**config.mk**
```make
export PLATFORM = sky130hd
export DESIGN_NAME = asrx_receiver
export DESIGN_NICKNAME = d
export VERILOG_FILES = /design/src/rtl/asrx_pkg.sv /design/src/rtl/asrx_receiver.sv /design/src/rtl/asrx_divider.sv
export SDC_FILE = /design/constraint.sdc
export NUM_CORES = 1
export LEC_CHECK = 0
export ABC_AREA = 1
export BUFFER_PORTS_ARGS = -buffer_cell sky130_fd_sc_hd__buf_2
export CAP_MARGIN = 25
export CORE_MARGIN = 1.5
export CORE_UTILIZATION = 50
export CTS_BUF_LIST = sky130_fd_sc_hd__clkbuf_4
export CTS_CLUSTER_SIZE = 24
export DETAILED_ROUTE_END_ITERATION = 12
export PLACE_DENSITY_LB_ADDON = 0.3
export SYNTH_ARGS = -nofsm -noshare
export SYNTH_HDL_FRONTEND = slang
export SYNTH_SLANG_ARGS = --single-unit
```
**constraint.sdc**
```tcl
create_clock -name CLOCK -period 5.7 [get_ports CLOCK]
set_input_delay 0.57 -clock CLOCK [delete_from_list [all_inputs] [get_ports CLOCK]]
set_output_delay 0.57 -clock CLOCK [all_outputs]
set_load 0.1 [all_outputs]
```
**src/rtl/asrx_pkg.sv**
```systemverilog
// constants, register map and carrier types of the asynchronous serial receiver
package asrx_pkg;

    // system clock and microsecond timing
    localparam int CLK_MHZ = 250;
    localparam int REF_MHZ_DEFAULT = 4;
    localparam logic [7:0] REF_MHZ_RESET = 8'h04;
    localparam int BIT_US_ADD_US = 20;
    localparam logic [13:0] BIT_US_ADD = 14'(BIT_US_ADD_US);
    localparam int MS_UNIT_US = 1000;
    localparam logic [15:0] US_PER_MS = 16'(MS_UNIT_US);

    // mode word layout
    localparam int MODE_BAUD_W = 13;
    localparam int MODE_PAR_BIT = 13;
    localparam int MODE_INV_BIT = 14;

    // character length setting
    localparam logic [3:0] CHAR_LEN_DEFAULT = 4'h8;
    localparam logic [3:0] CHAR_LEN_MIN = 4'h4;
    localparam logic [3:0] CHAR_LEN_MAX = 4'h9;

    // register byte offsets
    localparam logic [7:0] OFF_CTRL = 8'h00;
    localparam logic [7:0] OFF_TMO = 8'h04;
    localparam logic [7:0] OFF_QUAL = 8'h08;
    localparam logic [7:0] OFF_REF = 8'h0c;
    localparam logic [7:0] OFF_CMD = 8'h10;
    localparam logic [7:0] OFF_STAT = 8'h14;
    localparam logic [7:0] OFF_DATA = 8'h18;

    // field positions outside the structs
    localparam int TMO_MS_LSB = 0;
    localparam int TMO_SKIP_LSB = 16;
    localparam int CMD_START_BIT = 0;
    localparam int CMD_ABORT_BIT = 1;

    // values after reset
    localparam logic [31:0] CTRL_RESET = 32'h0000_0000;
    localparam logic [31:0] TMO_RESET = 32'h0000_0000;
    localparam logic [31:0] QUAL_RESET = 32'h0000_0000;

    // numeric parsing limits
    localparam logic [19:0] DEC_BASE = 20'h0000a;
    localparam logic [19:0] DEC_MAX = 20'h0ffff;

    typedef enum logic [1:0] {
        ASRX_PARSE_RAW,
        ASRX_PARSE_DEC,
        ASRX_PARSE_BIN,
        ASRX_PARSE_HEX
    } asrx_parse_t;

    typedef struct packed {
        logic rsvd_hi;
        logic [2:0] qual_len;
        logic [3:0] char_len;
        logic [2:0] rsvd_mid;
        logic perr_exit_en;
        logic timeout_en;
        logic flow_en;
        asrx_parse_t parse;
        logic [15:0] mode;
    } asrx_ctrl_t;

    typedef struct packed {
        logic [26:0] rsvd;
        logic qualified;
        logic timeout;
        logic parity_err;
        logic done;
        logic busy;
    } asrx_status_t;

endpackage

```
**src/rtl/asrx_receiver.sv**
```systemverilog
// framed asynchronous serial receiver with wishbone register access
// Function
// - low 13 mode bits set baud
// - bit time is field plus 20 microseconds
// - mode bit 13 enables parity, else 8N1
// - parity default gives seven data, even parity
// - build option selects odd parity
// - mode bit 14 inverts data and flow
// - flow pin driven enabled to permit sending
// - bad parity aborts via parity error exit
// - idle line for timeout milliseconds aborts reception
// - character length 4 to 9 (9 only with parity), default 8
// - parity takes one bit; 9 gives 8+parity
// - raw item stores character code unchanged
// - decimal skips leading non-digits, value capped 65535
// - timing assumes 4 MHz, rescaled by setting
// - hex parsing accepts upper case only
// - wait item holds off until sequence matched
// - data pin input, flow pin output at start
//
// Decided for this implementation: the address map and the Wishbone register port.
module asrx_receiver
    import asrx_pkg::*;
#(
    parameter bit ODD_PARITY_SELECT = 1'b0
) (
    input wire logic CLOCK,
    input wire logic RSTN,
    input wire logic WB_CYC_I,
    input wire logic WB_STB_I,
    input wire logic WB_WE_I,
    input wire logic [7:0] WB_ADR_I,
    input wire logic [3:0] WB_SEL_I,
    input wire logic [31:0] WB_DAT_I,
    output logic [31:0] WB_DAT_O,
    output logic WB_ACK_O,
    input wire logic SERIAL_IN_PIN,
    output logic FLOW_CTRL_PIN_O,
    output logic FLOW_CTRL_PIN_OE
);

    typedef enum logic [2:0] {ST_IDLE, ST_HUNT, ST_START, ST_BITS, ST_STOP} asrx_state_t;

    asrx_state_t state_q;
    logic [31:0] ctrl_q, tmo_q, qual_q;
    logic [7:0] ref_q;
    asrx_ctrl_t ctrl;
    logic ack_q;
    logic [31:0] dat_q;
    logic done_q, perr_q, tmo_flag_q;
    logic flow_q, flow_oe_q;
    logic s1_q, s2_q, s3_q, line_q;
    logic idle_seen_q;
    logic [13:0] tcnt_q;
    logic [3:0] bit_idx_q;
    logic [8:0] shreg_q;
    logic [15:0] tmo_cnt_q;
    logic [7:0] skip_q;
    logic [2:0] qual_idx_q;
    logic [15:0] val_q;
    logic seen_q;

    assign ctrl = asrx_ctrl_t'(ctrl_q);

    // register bus decode
    logic wb_req, wb_wr, busy;
    logic [7:0] adr;
    logic start_p, abort_p;
    assign wb_req = WB_CYC_I & WB_STB_I & ~ack_q;
    assign wb_wr = wb_req & WB_WE_I;
    assign adr = {WB_ADR_I[7:2], 2'b00};
    assign busy = state_q != ST_IDLE;
    assign start_p = wb_wr & (adr == OFF_CMD) & WB_SEL_I[0] & WB_DAT_I[CMD_START_BIT] & ~busy;
    assign abort_p = wb_wr & (adr == OFF_CMD) & WB_SEL_I[0] & WB_DAT_I[CMD_ABORT_BIT] & busy;

    function automatic logic [31:0] lane_merge(input logic [31:0] old, input logic [31:0] wd,
                                               input logic [3:0] sel);
        logic [31:0] r;
        r = old;
        for (int i = 0; i < 4; i++) begin
            if (sel[i]) begin
                r[8*i +: 8] = wd[8*i +: 8];
            end
        end
        return r;
    endfunction

    // configuration is frozen during a reception so timing cannot shift mid-frame
    always_ff @(posedge CLOCK or negedge RSTN) begin
        if (!RSTN) begin
            ctrl_q <= CTRL_RESET;
            tmo_q <= TMO_RESET;
            qual_q <= QUAL_RESET;
            ref_q <= REF_MHZ_RESET;
        end else if (wb_wr && !busy) begin
            if (adr == OFF_CTRL) ctrl_q <= lane_merge(ctrl_q, WB_DAT_I, WB_SEL_I);
            if (adr == OFF_TMO) tmo_q <= lane_merge(tmo_q, WB_DAT_I, WB_SEL_I);
            if (adr == OFF_QUAL) qual_q <= lane_merge(qual_q, WB_DAT_I, WB_SEL_I);
            if (adr == OFF_REF && WB_SEL_I[0]) ref_q <= WB_DAT_I[7:0];
        end
    end

    asrx_status_t stat;
    always_comb begin
        stat = '0;
        stat.busy = busy;
        stat.done = done_q;
        stat.parity_err = perr_q;
        stat.timeout = tmo_flag_q;
        stat.qualified = qual_idx_q == ctrl.qual_len;
    end

    always_ff @(posedge CLOCK or negedge RSTN) begin
        if (!RSTN) begin
            ack_q <= 1'b0;
            dat_q <= '0;
        end else begin
            ack_q <= wb_req;
            if (wb_req && !WB_WE_I) begin
                case (adr)
                    OFF_CTRL: dat_q <= ctrl_q;
                    OFF_TMO: dat_q <= tmo_q;
                    OFF_QUAL: dat_q <= qual_q;
                    OFF_REF: dat_q <= {24'h000000, ref_q};
                    OFF_STAT: dat_q <= 32'(stat);
                    OFF_DATA: dat_q <= {16'h0000, val_q};
                    default: dat_q <= '0;
                endcase
            end
        end
    end
    assign WB_ACK_O = ack_q;
    assign WB_DAT_O = dat_q;

    // pin synchroniser: a change counts once the second and third stages agree
    always_ff @(posedge CLOCK or negedge RSTN) begin
        if (!RSTN) begin
            s1_q <= 1'b1;
            s2_q <= 1'b1;
            s3_q <= 1'b1;
            line_q <= 1'b1;
        end else begin
            s1_q <= SERIAL_IN_PIN;
            s2_q <= s1_q;
            s3_q <= s2_q;
            if (s2_q == s3_q) line_q <= s3_q;
        end
    end

    logic inv, par_en, rx_bit;
    assign inv = ctrl.mode[MODE_INV_BIT];
    assign par_en = ctrl.mode[MODE_PAR_BIT];
    assign rx_bit = line_q ^ inv;

    // microsecond and millisecond ticks
    logic [15:0] cyc_per_us;
    logic us_tick, ms_tick;
    logic [13:0] bit_us, target;
    logic sample_now;
    assign cyc_per_us = 16'((32'(ref_q) * CLK_MHZ) / REF_MHZ_DEFAULT);
    assign bit_us = 14'(ctrl.mode[MODE_BAUD_W-1:0]) + BIT_US_ADD;
    assign target = (state_q == ST_START) ? (bit_us >> 1) : bit_us;
    assign sample_now = us_tick & ((15'(tcnt_q) + 15'h0001) >= {1'b0, target});

    asrx_divider #(.W(16)) u_us_div (
        .clock(CLOCK),
        .rstn(RSTN),
        .clr(~busy),
        .en(1'b1),
        .period(cyc_per_us),
        .tick_q(us_tick)
    );

    asrx_divider #(.W(16)) u_ms_div (
        .clock(CLOCK),
        .rstn(RSTN),
        .clr((state_q != ST_HUNT) | ~rx_bit),
        .en(us_tick),
        .period(US_PER_MS),
        .tick_q(ms_tick)
    );

    // character decode
    logic [3:0] nb, dw;
    logic [7:0] ch;
    logic par_x, par_fail, is_dig;
    logic [3:0] dig;
    logic [19:0] dec_sum;
    logic [15:0] acc_next;
    always_comb begin
        if (ctrl.char_len == 4'h0) nb = CHAR_LEN_DEFAULT;
        else if (ctrl.char_len < CHAR_LEN_MIN) nb = CHAR_LEN_MIN;
        else if (ctrl.char_len > CHAR_LEN_MAX) nb = CHAR_LEN_MAX;
        else nb = ctrl.char_len;
        if (!par_en && nb == CHAR_LEN_MAX) nb = CHAR_LEN_DEFAULT;
        dw = par_en ? 4'(nb - 4'h1) : nb;
        ch = '0;
        par_x = ODD_PARITY_SELECT;
        for (int i = 0; i < 9; i++) begin
            if (i < 32'(nb)) par_x = par_x ^ shreg_q[i];
            if (i < 8 && i < 32'(dw)) ch[i] = shreg_q[i];
        end
        par_fail = par_en & par_x;
        is_dig = 1'b0;
        dig = 4'h0;
        case (ctrl.parse)
            ASRX_PARSE_DEC: begin
                is_dig = ch >= 8'h30 && ch <= 8'h39;
                dig = ch[3:0];
            end
            ASRX_PARSE_BIN: begin
                is_dig = ch == 8'h30 || ch == 8'h31;
                dig = ch[3:0];
            end
            ASRX_PARSE_HEX: begin
                // lower-case letters are terminators, not digits
                if (ch >= 8'h30 && ch <= 8'h39) begin
                    is_dig = 1'b1;
                    dig = ch[3:0];
                end else if (ch >= 8'h41 && ch <= 8'h46) begin
                    is_dig = 1'b1;
                    dig = 4'(ch - 8'h37);
                end
            end
            default: is_dig = 1'b0;
        endcase
        dec_sum = 20'(val_q) * DEC_BASE + 20'(dig);
        case (ctrl.parse)
            ASRX_PARSE_DEC: acc_next = dec_sum > DEC_MAX ? 16'hffff : dec_sum[15:0];
            ASRX_PARSE_BIN: acc_next = {val_q[14:0], dig[0]};
            ASRX_PARSE_HEX: acc_next = {val_q[11:0], dig};
            default: acc_next = 16'(ch);
        endcase
    end

    logic char_evt, perr_abort, qualified, item_done, tmo_hit;
    assign char_evt = (state_q == ST_STOP) & sample_now;
    assign perr_abort = char_evt & par_fail & ctrl.perr_exit_en;
    assign qualified = qual_idx_q == ctrl.qual_len;
    assign item_done = char_evt & ~perr_abort & (skip_q == 8'h00) & qualified &
                       ((ctrl.parse == ASRX_PARSE_RAW) | (~is_dig & seen_q));
    assign tmo_hit = ctrl.timeout_en & (state_q == ST_HUNT) & ms_tick &
                     ((17'(tmo_cnt_q) + 17'h00001) >= 17'(tmo_q[TMO_MS_LSB +: 16]));

    // frame state machine
    always_ff @(posedge CLOCK or negedge RSTN) begin
        if (!RSTN) begin
            state_q <= ST_IDLE;
            tcnt_q <= '0;
            bit_idx_q <= '0;
            shreg_q <= '0;
            idle_seen_q <= 1'b0;
        end else if (abort_p || tmo_hit || perr_abort || item_done) begin
            state_q <= ST_IDLE;
        end else begin
            if (us_tick) tcnt_q <= sample_now ? 14'h0000 : 14'(tcnt_q + 1'b1);
            case (state_q)
                ST_IDLE: begin
                    idle_seen_q <= 1'b0;
                    if (start_p) state_q <= ST_HUNT;
                end
                ST_HUNT: begin
                    tcnt_q <= '0;
                    if (rx_bit) idle_seen_q <= 1'b1;
                    else if (idle_seen_q) state_q <= ST_START;
                end
                ST_START: if (sample_now) begin
                    bit_idx_q <= '0;
                    state_q <= rx_bit ? ST_HUNT : ST_BITS; // glitch rejected
                    idle_seen_q <= rx_bit;
                end
                ST_BITS: if (sample_now) begin
                    shreg_q[bit_idx_q] <= rx_bit;
                    bit_idx_q <= 4'(bit_idx_q + 1'b1);
                    if (bit_idx_q == 4'(nb - 4'h1)) state_q <= ST_STOP;
                end
                ST_STOP: if (sample_now) begin
                    // a low stop bit leaves the hunt waiting for idle first
                    idle_seen_q <= rx_bit;
                    state_q <= ST_HUNT;
                end
                default: state_q <= ST_IDLE;
            endcase
        end
    end

    // idle time counted in whole milliseconds
    always_ff @(posedge CLOCK or negedge RSTN) begin
        if (!RSTN) begin
            tmo_cnt_q <= '0;
        end else if (state_q != ST_HUNT || !rx_bit) begin
            tmo_cnt_q <= '0;
        end else if (ms_tick) begin
            tmo_cnt_q <= 16'(tmo_cnt_q + 1'b1);
        end
    end

    // item handling: skip, qualifier wait, then store or parse
    always_ff @(posedge CLOCK or negedge RSTN) begin
        if (!RSTN) begin
            skip_q <= '0;
            qual_idx_q <= '0;
            val_q <= '0;
            seen_q <= 1'b0;
        end else if (start_p) begin
            skip_q <= tmo_q[TMO_SKIP_LSB +: 8];
            qual_idx_q <= '0;
            val_q <= '0;
            seen_q <= 1'b0;
        end else if (char_evt && !perr_abort) begin
            if (skip_q != 8'h00) begin
                skip_q <= 8'(skip_q - 1'b1);
            end else if (!qualified) begin
                // a mismatch restarts the sequence at its first character
                qual_idx_q <= (ch == qual_q[8*qual_idx_q[1:0] +: 8]) ?
                              3'(qual_idx_q + 1'b1) : 3'h0;
            end else if (ctrl.parse == ASRX_PARSE_RAW) begin
                val_q <= {8'h00, ch};
            end else if (is_dig) begin
                val_q <= acc_next;
                seen_q <= 1'b1;
            end
        end
    end

    // status flags: an exit arriving with a clear still sets the flag
    logic clr_wr;
    assign clr_wr = wb_wr & (adr == OFF_STAT) & WB_SEL_I[0];
    always_ff @(posedge CLOCK or negedge RSTN) begin
        if (!RSTN) begin
            done_q <= 1'b0;
            perr_q <= 1'b0;
            tmo_flag_q <= 1'b0;
        end else if (start_p) begin
            done_q <= 1'b0;
            perr_q <= 1'b0;
            tmo_flag_q <= 1'b0;
        end else begin
            done_q <= item_done | (done_q & ~(clr_wr & WB_DAT_I[1]));
            perr_q <= perr_abort | (perr_q & ~(clr_wr & WB_DAT_I[2]));
            tmo_flag_q <= tmo_hit | (tmo_flag_q & ~(clr_wr & WB_DAT_I[3]));
        end
    end

    // flow control: enabled only while waiting for a character
    always_ff @(posedge CLOCK or negedge RSTN) begin
        if (!RSTN) begin
            flow_q <= 1'b0;
            flow_oe_q <= 1'b0;
        end else begin
            if (start_p) flow_oe_q <= ctrl.flow_en;
            flow_q <= (state_q == ST_HUNT) ? ~inv : inv;
        end
    end
    assign FLOW_CTRL_PIN_O = flow_q;
    assign FLOW_CTRL_PIN_OE = flow_oe_q;

endmodule

```
**src/rtl/asrx_divider.sv**
```systemverilog
// enable-driven divider giving a one-cycle tick every period enables
module asrx_divider
    import asrx_pkg::*;
#(
    parameter int W = 16
) (
    input wire logic clock,
    input wire logic rstn,
    input wire logic clr,
    input wire logic en,
    input wire logic [W-1:0] period,
    output logic tick_q
);

    logic [W-1:0] cnt_q;
    logic last;

    // a period of zero or one ticks on every enable
    assign last = ({1'b0, cnt_q} + 1'b1) >= {1'b0, period};

    always_ff @(posedge clock or negedge rstn) begin
        if (!rstn) begin
            cnt_q <= '0;
            tick_q <= 1'b0;
        end else if (clr) begin
            cnt_q <= '0;
            tick_q <= 1'b0;
        end else begin
            tick_q <= en & last;
            if (en) begin
                cnt_q <= last ? '0 : W'(cnt_q + 1'b1);
            end
        end
    end

endmodule

```
==> results of run 1 <==
==> power breakdown <==
part	switching [mW]	internal (mW)	leakage, nW
Sequential	0.113	1.91	3.36
Clock	0.813	0.888	0.539
Combinational	0.796	0.379	5.81
==> Yosys cell counts, types with 3 or more instances <==
master / count / area, sq um
a211oi_1: 8 / 60.1
a21boi_0: 3 / 22.5
a21oi_1: 80 / 400
a221oi_1: 29 / 254
a22o_1: 5 / 43.8
a22oi_1: 4 / 30.0
a31oi_1: 9 / 56.3
a32o_1: 3 / 30.0
buf_1: 4 / 15.0
buf_6: 3 / 33.8
clkbuf_1: 45 / 169
dfrtp_1: 250 / 6260
dfstp_2: 5 / 131
fa_1: 24 / 480
ha_1: 132 / 1650
inv_1: 327 / 1230
inv_2: 8 / 30.0
nand2_1: 487 / 1830
nand2_2: 11 / 68.8
nand2_4: 8 / 90.1
nand3_1: 105 / 526
nand3_2: 3 / 30.0
nand3b_1: 6 / 45.0
nand4_1: 44 / 275
nor2_1: 177 / 664
nor2_2: 6 / 37.5
nor2_4: 7 / 78.8
nor3_1: 37 / 185
nor4_1: 9 / 56.3
o211ai_1: 6 / 45.0
o21a_1: 3 / 22.5
o21ai_0: 216 / 1080
o21ai_2: 11 / 96.3
o21bai_1: 15 / 113
o22ai_1: 24 / 150
or2_2: 5 / 31.3
xnor2_1: 20 / 175
xor2_1: 70 / 613
==> kinds of logic (layout without fill, tap and decap cells) <==
family,after synthesis,after routing,synth area share
simple gates,913,913,0.231
compound gates,429,429,0.145
buf+inv,389,580,0.0859
flops,255,255,0.368
fa+ha+maj,157,157,0.123
xor+xnor,90,90,0.0454
other cells,1,4,0.000216
mux,1,1,0.000577
==> registers in the layout, summed over array words and instances, names as in the netlist, 3 cells and up <==
name	count
ctrl	32
state_q	3
bit_idx_q	4
WB_DAT_O	32
u_ms_div.cnt_q	16
val_q	16
qual_q	32
skip_q	8
ref_q	8
u_us_div.cnt_q	16
qual_idx_q	3
tmo_q	32
tcnt_q	14
shreg_q	9
tmo_cnt_q	16
==> critical path: cells and delay by family (launching register included) <==
family / cells / cell delay [ns]
xor gates and xnor gates: 1 / 0.16
AOI/OAI and AO/OA: 7 / 0.79
buffers and inverters: 4 / 0.34
DFF: 1 / 0.40
and+or+nand+nor: 10 / 0.95
adders and majority gates: 6 / 2.63
==> per-stage QoR <==
stage                     total power [mW]  cells  setup WS, ns  hold slack [ns]
after global placement                3.15   2746         0.186            0.350
after global routing                  5.20   2884       -0.0408            0.104
final                                 4.89   2884         0.333            0.124
after floorplan                       2.88   2236         0.145            0.274
after CTS                             4.91   2872       0.00577           0.0826
after detailed placement              3.19   2747       0.00712            0.353
==> per-layer routing <==
metal / vias to the layer above / GRT usage / part of all wire
li1: 7685 / - / -
met1: 7409 / 0.338 / 0.43
met2: 465 / 0.446 / 0.48
met3: 121 / 0.0462 / 0.055
met4: 2 / 0.127 / 0.043
met5: - / 0 / 0.00017
==> how the worst max path moves through the flow <==
stage | to | slack [ns] | cells past startpoint
2_1_floorplan | u_us_div.cnt_q[10]$_DFF_PN0_ | 0.14 | 28
3_3_place_gp | u_us_div.cnt_q[3]$_DFF_PN0_ | 0.19 | 29
3_5_place_dp | u_us_div.cnt_q[5]$_DFF_PN0_ | 0.007 | 29
4_1_cts | u_us_div.cnt_q[0]$_DFF_PN0_ | 0.006 | 29
5_1_grt | val_q[15]$_DFFE_PN0P_ | -0.04 | 42
6_report | u_us_div.cnt_q[0]$_DFF_PN0_ | 0.33 | 28
==> cell usage in the layout (no fill, tap or decap), drive strengths merged, types with 70 or more instances in the layout <==
| cell type | instances |
|---|---|
| dfrtp | 250 |
| a21oi | 80 |
| ha | 132 |
| xor2 | 70 |
| nand2 | 507 |
| o21ai | 230 |
| inv | 338 |
| buf | 119 |
| clkbuf | 106 |
| nand3 | 110 |
| nor2 | 191 |
==> layout make-up <==
| type | count | area (sq um) |
|---|---|---|
| Clock buffer | 105 | 788 |
| Sequential cell | 255 | 6390 |
| Tap cell | 455 | 569 |
| Timing Repair Buffer | 122 | 785 |
| Multi-Input combinational cell | 1592 | 9650 |
| Clock inverter | 18 | 105 |
| Inverter | 335 | 1260 |
| Fill cell | 3248 | 14800 |
| Antenna cell | 2 | 5.00 |
==> what timing repair did <==
item,in CTS,in global routing
gates resized for setup,0,44
setup buffers,0,9
hold endpoints to repair,63,0
hold buffers,2,0
setup endpoints to repair,0,31
==> reports/metrics.csv, run 1 <==
stage;metric;value;unit
job;number of max-cap violations;0;
floorplan;Die H;189;um
setup_path;CP dominant cell by count;fa_1;
worst_hold_path;Worst Hold Depth;3;
drt;routed len/inst;16.3;um
setup_path;worst endpoint data arrival time;5.95;ns
timing;Worst Tran Pin Value;0.852;ns
worst_hold_path;hold path start;WB_DAT_I[18];
synthesis;synth unique cells;57;
finish;fin util;0.569;
grt;first-pass GRT wire length;76700;um
floorplan;die footprint;35800;sq um
cts;CTS buffer count;72;
setup_path;reg2reg path depth;28;
drt;DRT Pass-1 Iters;8;
drt;Via density;5.44;
worst_hold_path;Hold/Removal Path Class;in2reg;
cts;Sink Count;255;
pwr;maximum vdd drop;166;uV
synthesis;Seq/Total Area, Yosys;0.368;
finish;Final Cell Area;19500;sq um
setup_path;Worst path max stage delay;0.57;ns
drt;vias;15700;
cts;Max clock buf depth;3;
grt;GR Util All Layers;0.268;
floorplan;Ports;85;
finish;Nets;2584;
worst_hold_path;Hold Path End;qual_q[18]$_DFFE_PN0P_;
floorplan;Die W;189;um
timing;Slew Limit Fails;0;
cts;CTS tree;yes;
setup_path;critical path type;reg2reg;
pwr;Pwr Density;250;nW/um^2
placed_design;HPWL Detailed;35400;um
synthesis;gate count after technology mapping;2235;
synthesis;Primary FF master, synth;dfrtp_1;
synthesis;#FFs+latches synth;255;
placed_design;# port buffers;82;
timing;Hold Violations, Final;0;
drt;DR iter-0 viols;1009;
floorplan;starting density of the core;0.505;
timing;Tmin final;5.37;ns
drt;DRT Wirelength;47000;um
pwr;leakage power;9.70;nW
timing;TNS Setup;0;ns
setup_path;Critical Path Source Type;register;
setup_path;reg2reg setup slack;0.33;ns
synthesis;asr flop ratio synth;1.00;
timing;Slew headroom;0.431;
synthesis;Netlist Area Pre-Place;17400;sq um
floorplan;Rows;68;
cts;H-tree depth;3;
setup_path;Req. time, crit path;6.28;ns
grt;vias in the first global route;15200;
setup_path;reg2reg end;u_us_div.cnt_q[0]$_DFF_PN0_;
cts;clock latency on the worst-skew pair;0.74;ns
setup_path;CP Capture Type;register;
setup_path;crit path max fanout;7;
timing;period utilization;0.942;
placed_design;Placed Area;18400;sq um
cts;Clock Tree Root;clkbuf_4;
floorplan;core area;34400;sq um
synthesis;number of synthesized flops with an enable pin;0;
drt;DRC errors left;0;
synthesis;Mean Syn Cell Area;7.76;sq um
status;run status;completed;
setup_path;CP startpoint;ref_q[0]$_DFFE_PN0P_;
timing;Max Fclk;186;MHz
finish;share of cells above drive strength 1;0.139;
grt;pin count of the biggest net entering global routing;133;
cts;Reg clk slew, reported paths;0.07;ns
timing;final setup violation count;0;
grt;gr ovfl total;0;
setup_path;RR Startpoint;ref_q[0]$_DFFE_PN0P_;
grt;antenna violations before repair;3;
timing;Clock Skews;0.0740;ns
finish;synthesis-to-layout area growth;12.7;%
drt;Final ANT Viol Nets;0;
setup_path;Slowest-stage cell, CP;fa_1;
synthesis;Ys Warns;0;
placed_design;gpl congestion;0.954;
Power figures use the tool's default switching activity.
==> inputs of run 2 (changes only) <==
- ABC_AREA: 1 -> unset
- CORE_UTILIZATION: 50 -> 53
==> run 2 against run 1 <==
Non-clock buffer count is 10 higher. Clock power is 4% lower. Via count is 4.3% lower. Core utilization is 3.6 points higher. Area after synthesis is 1.3% higher. Flip-flop and latch count stayed put. Critical path type unchanged.
==> reports/metrics.csv, run 2 <==
stage;metric;value;unit;change
synthesis;list of most frequent post-synthesis cells;dfrtp_1, nand2_1, ha_1;;
floorplan;Die H;185;um;-2.2%
timing;Max Fclk;183;MHz;-2.0%
timing;Slew headroom;0.329;;-0.103
drt;Final ANT Viol Nets;0;;unchanged
synthesis;synth unique cells;91;;+60%
setup_path;CP bufs+invs;6;;+2
placed_design;# port buffers;82;;unchanged
pwr;Clock power frac;0.335;;-0.013
cts;Sink Count;255;;unchanged
drt;Via density;6.06;;+11%
placed_design;HPWL Detailed;35200;um;-0.71%
finish;share of cells above drive strength 1;0.204;;+0.0650
finish;most frequent cells in the layout;dfrtp_1, nand2_1, nor2_1, ha_1, o21ai_0;;
worst_hold_path;Hold/Removal Path Class;in2reg;;
cts;clock latency on the worst-skew pair;0.75;ns;about the same
setup_path;Slowest-stage cell, CP;or4b_4;;
timing;Worst Tran Pin Value;1.01;ns;+0.153 ns
synthesis;cell taking the most area after synthesis;dfrtp_1;;
synthesis;ranking of synthesized cells by area;dfrtp_1, ha_1, mux2_2;;
timing;Hold Violations, Final;0;;unchanged
synthesis;#FFs+latches synth;255;;unchanged
timing;TNS Setup;0;ns;unchanged
finish;Final Cell Area;19700;sq um;+0.86%
synthesis;most frequent cell after synthesis;dfrtp_1;;
finish;final cell count without fillers;2477;;-14%
timing;Slew Limit Fails;0;;unchanged
pwr;leakage power;9.49;nW;-2.2%
setup_path;CP dominant cell by count;inv_1;;
setup_path;cell family with most CP delay;simple AND/OR/NAND/NOR gates;;
drt;routed len/inst;19.5;um;+19%
job;number of max-cap violations;0;;unchanged
floorplan;die footprint;34300;sq um;-4.3%
drt;DRC errors left;0;;unchanged
synthesis;number of synthesized flops with an enable pin;0;;unchanged
pwr;Combinational Power Share;0.257;;+0.017
floorplan;Rows;66;;-2.9%
drt;DRT Pass-1 Iters;6;;-2
placed_design;gpl congestion;0.965;;+1.1%
floorplan;Ports;85;;unchanged
synthesis;Mean Syn Cell Area;9.50;sq um;+22%
synthesis;top cell type's share of synthesized area;0.356;;-0.00472
placed_design;Placed Area;18600;sq um;+1.3%
finish;synthesis-to-layout area growth;12.1;%;
synthesis;Ys Warns;0;;unchanged
grt;pin count of the biggest net entering global routing;134;;+0.75%
synthesis;gate count after technology mapping;1850;;-17%
setup_path;stages on the worst setup path;28;;unchanged
setup_path;CP startpoint;ctrl[26]$_DFFE_PN0P_;;
synthesis;Seq/Total Area, Yosys;0.363;;-0.00482
grt;first-pass GRT wire length;77000;um;+0.44%
floorplan;Die W;185;um;-2.2%
setup_path;reg2reg setup slack;0.22;ns;-0.11 ns
finish;most common cell after layout, fill and taps aside;dfrtp_1;;
setup_path;crit path to;val_q[9]$_DFFE_PN0P_;;
setup_path;reg2reg path depth;28;;unchanged
worst_hold_path;hold path start;WB_DAT_I[22];;
status;run status;completed;;
floorplan;core area;32600;sq um;-5.1%
synthesis;Primary FF master, synth;dfrtp_1;;
synthesis;asr flop ratio synth;1.00;;unchanged
pwr;Total Power;4.90;mW;about the same
placed_design;Placed Cells;2344;;-15%
synthesis;Netlist Area Pre-Place;17600;sq um;+1.3%
drt;DR iter-0 viols;1356;;+34%
timing;final setup violation count;0;;unchanged
setup_path;worst endpoint data arrival time;6.13;ns;+0.18 ns
timing;Tmin final;5.48;ns;+0.112 ns
setup_path;Critical Path Source Type;register;;
grt;vias in the first global route;14900;;-1.9%
pwr;Pwr Density;249;nW/um^2;-0.76%
pwr;Internal Power;3.21;mW;+1.1%
pwr;Net Sw Frac;0.345;;-0.00638
setup_path;Req. time, crit path;6.35;ns;+0.07 ns
setup_path;crit path max fanout;8;;+1
cts;CTS tree;yes;;
cts;H-tree depth;3;;unchanged
setup_path;reg2reg end;val_q[9]$_DFFE_PN0P_;;
cts;Clock Tree Root;clkbuf_4;;
cts;Max clock buf depth;3;;unchanged
setup_path;Worst path max stage delay;0.58;ns;about the same
setup_path;CP Capture Type;register;;
drt;vias;15000;;-4.3%
cts;CTS buffer count;73;;+1.4%
pwr;maximum vdd drop;145;uV;-13%
floorplan;starting density of the core;0.539;;+0.0342
timing;period utilization;0.961;;+0.0197
pwr;Sequential Power Share;0.408;;-0.004
grt;gr ovfl total;0;;unchanged
drt;DRT Wirelength;48200;um;+2.5%
pwr;switching power total;1.69;mW;-1.7%
cts;Reg clk slew, reported paths;0.07;ns;about the same
grt;antenna violations before repair;2;;-1
timing;unrepaired setup endpoints after global routing;true;;
setup_path;RR Startpoint;ctrl[26]$_DFFE_PN0P_;;
finish;Nets;2194;;-15%
grt;GR Util All Layers;0.288;;+0.0203
timing;Clock Skews;0.0546;ns;-0.0195 ns
setup_path;critical path type;reg2reg;;
## run 2: metal layers
metal  GRT usage  vias up  part of all wire
met4       0.127        0             0.037
met5           0        -                 0
met1       0.368     7278              0.41
met2       0.466      581              0.47
met3      0.0680      126             0.081
li1            -     7027                 -
## run 2: power groups by stage
stage	registers, mW	logic (mW)	clock network [mW]
5_1_grt	2.01	1.38	1.78
3_3_place_gp	2.02	1.16	0
6_report	2.00	1.26	1.64
2_1_floorplan	2.03	0.838	0
3_5_place_dp	2.03	1.20	0
4_1_cts	2.00	1.21	1.68
## run 2: worst min-delay path by stage
stage | endpoint | slack [ns] | cells past startpoint
floorplan | FLOW_CTRL_PIN_O$_DFF_PN0_ | 0.27 | 0
global placement | s2_q$_DFF_PN1_ | 0.35 | 0
detailed placement | s2_q$_DFF_PN1_ | 0.36 | 0
CTS | tmo_q[22]$_DFFE_PN0P_ | 0.04 | 3
global route | qual_q[26]$_DFFE_PN0P_ | 0.06 | 2
finish | tmo_q[22]$_DFFE_PN0P_ | 0.09 | 3
## run 2: worst reg2reg max path, delay by kind of cell (launching register included)
kind	cells	cell delay (ns)
multiplexers	2	0.57
buffers and inverters	6	0.62
adder cells (fa/ha/maj)	4	0.95
AND/OR/NAND/NOR	9	1.95
AO/OA/AOI/OAI	7	0.86
flip-flops	1	0.41
## run 2: cell type report
type / instances / area [sq um]
antenna: 3 / 7.51
clock buffer: 107 / 803
clock inverter: 12 / 46.3
fill: 2773 / 12900
inverter: 89 / 334
multi-input combinational: 1437 / 10700
sequential: 255 / 6390
tap: 442 / 553
timing repair buffer: 132 / 856
## run 2: through the flow
stage	utilization	hold slack, ns	setup slack [ns]
2_1_floorplan	-	0.274	0.00459
3_3_place_gp	0.570	0.346	0.201
3_5_place_dp	0.570	0.356	0.0640
4_1_cts	0.597	0.0415	0.0115
5_1_grt	0.604	0.0573	-0.0504
6_report	0.604	0.0891	0.221
## run 2: cell families (layout without fill, tap and decap cells)
family                     count (synthesis)  after routing  synth area share
buffers and inverters                    159            340            0.0358
other                                      1              5          0.000213
xor gates and xnor gates                 110            110            0.0548
adders and majority gates                157            157             0.122
AOI/OAI and AO/OA                        427            427             0.159
and+or+nand+nor                          602            602             0.171
DFF                                      255            255             0.363
muxes                                    139            139            0.0945
## run 2: repair_timing
item	CTS	global route
hold endpoints to repair	120	0
gates cloned	1	1
hold buffers	2	0
resized for setup	7	51
pin swaps	1	21
setup endpoints to repair	10	31
setup buffers	0	7
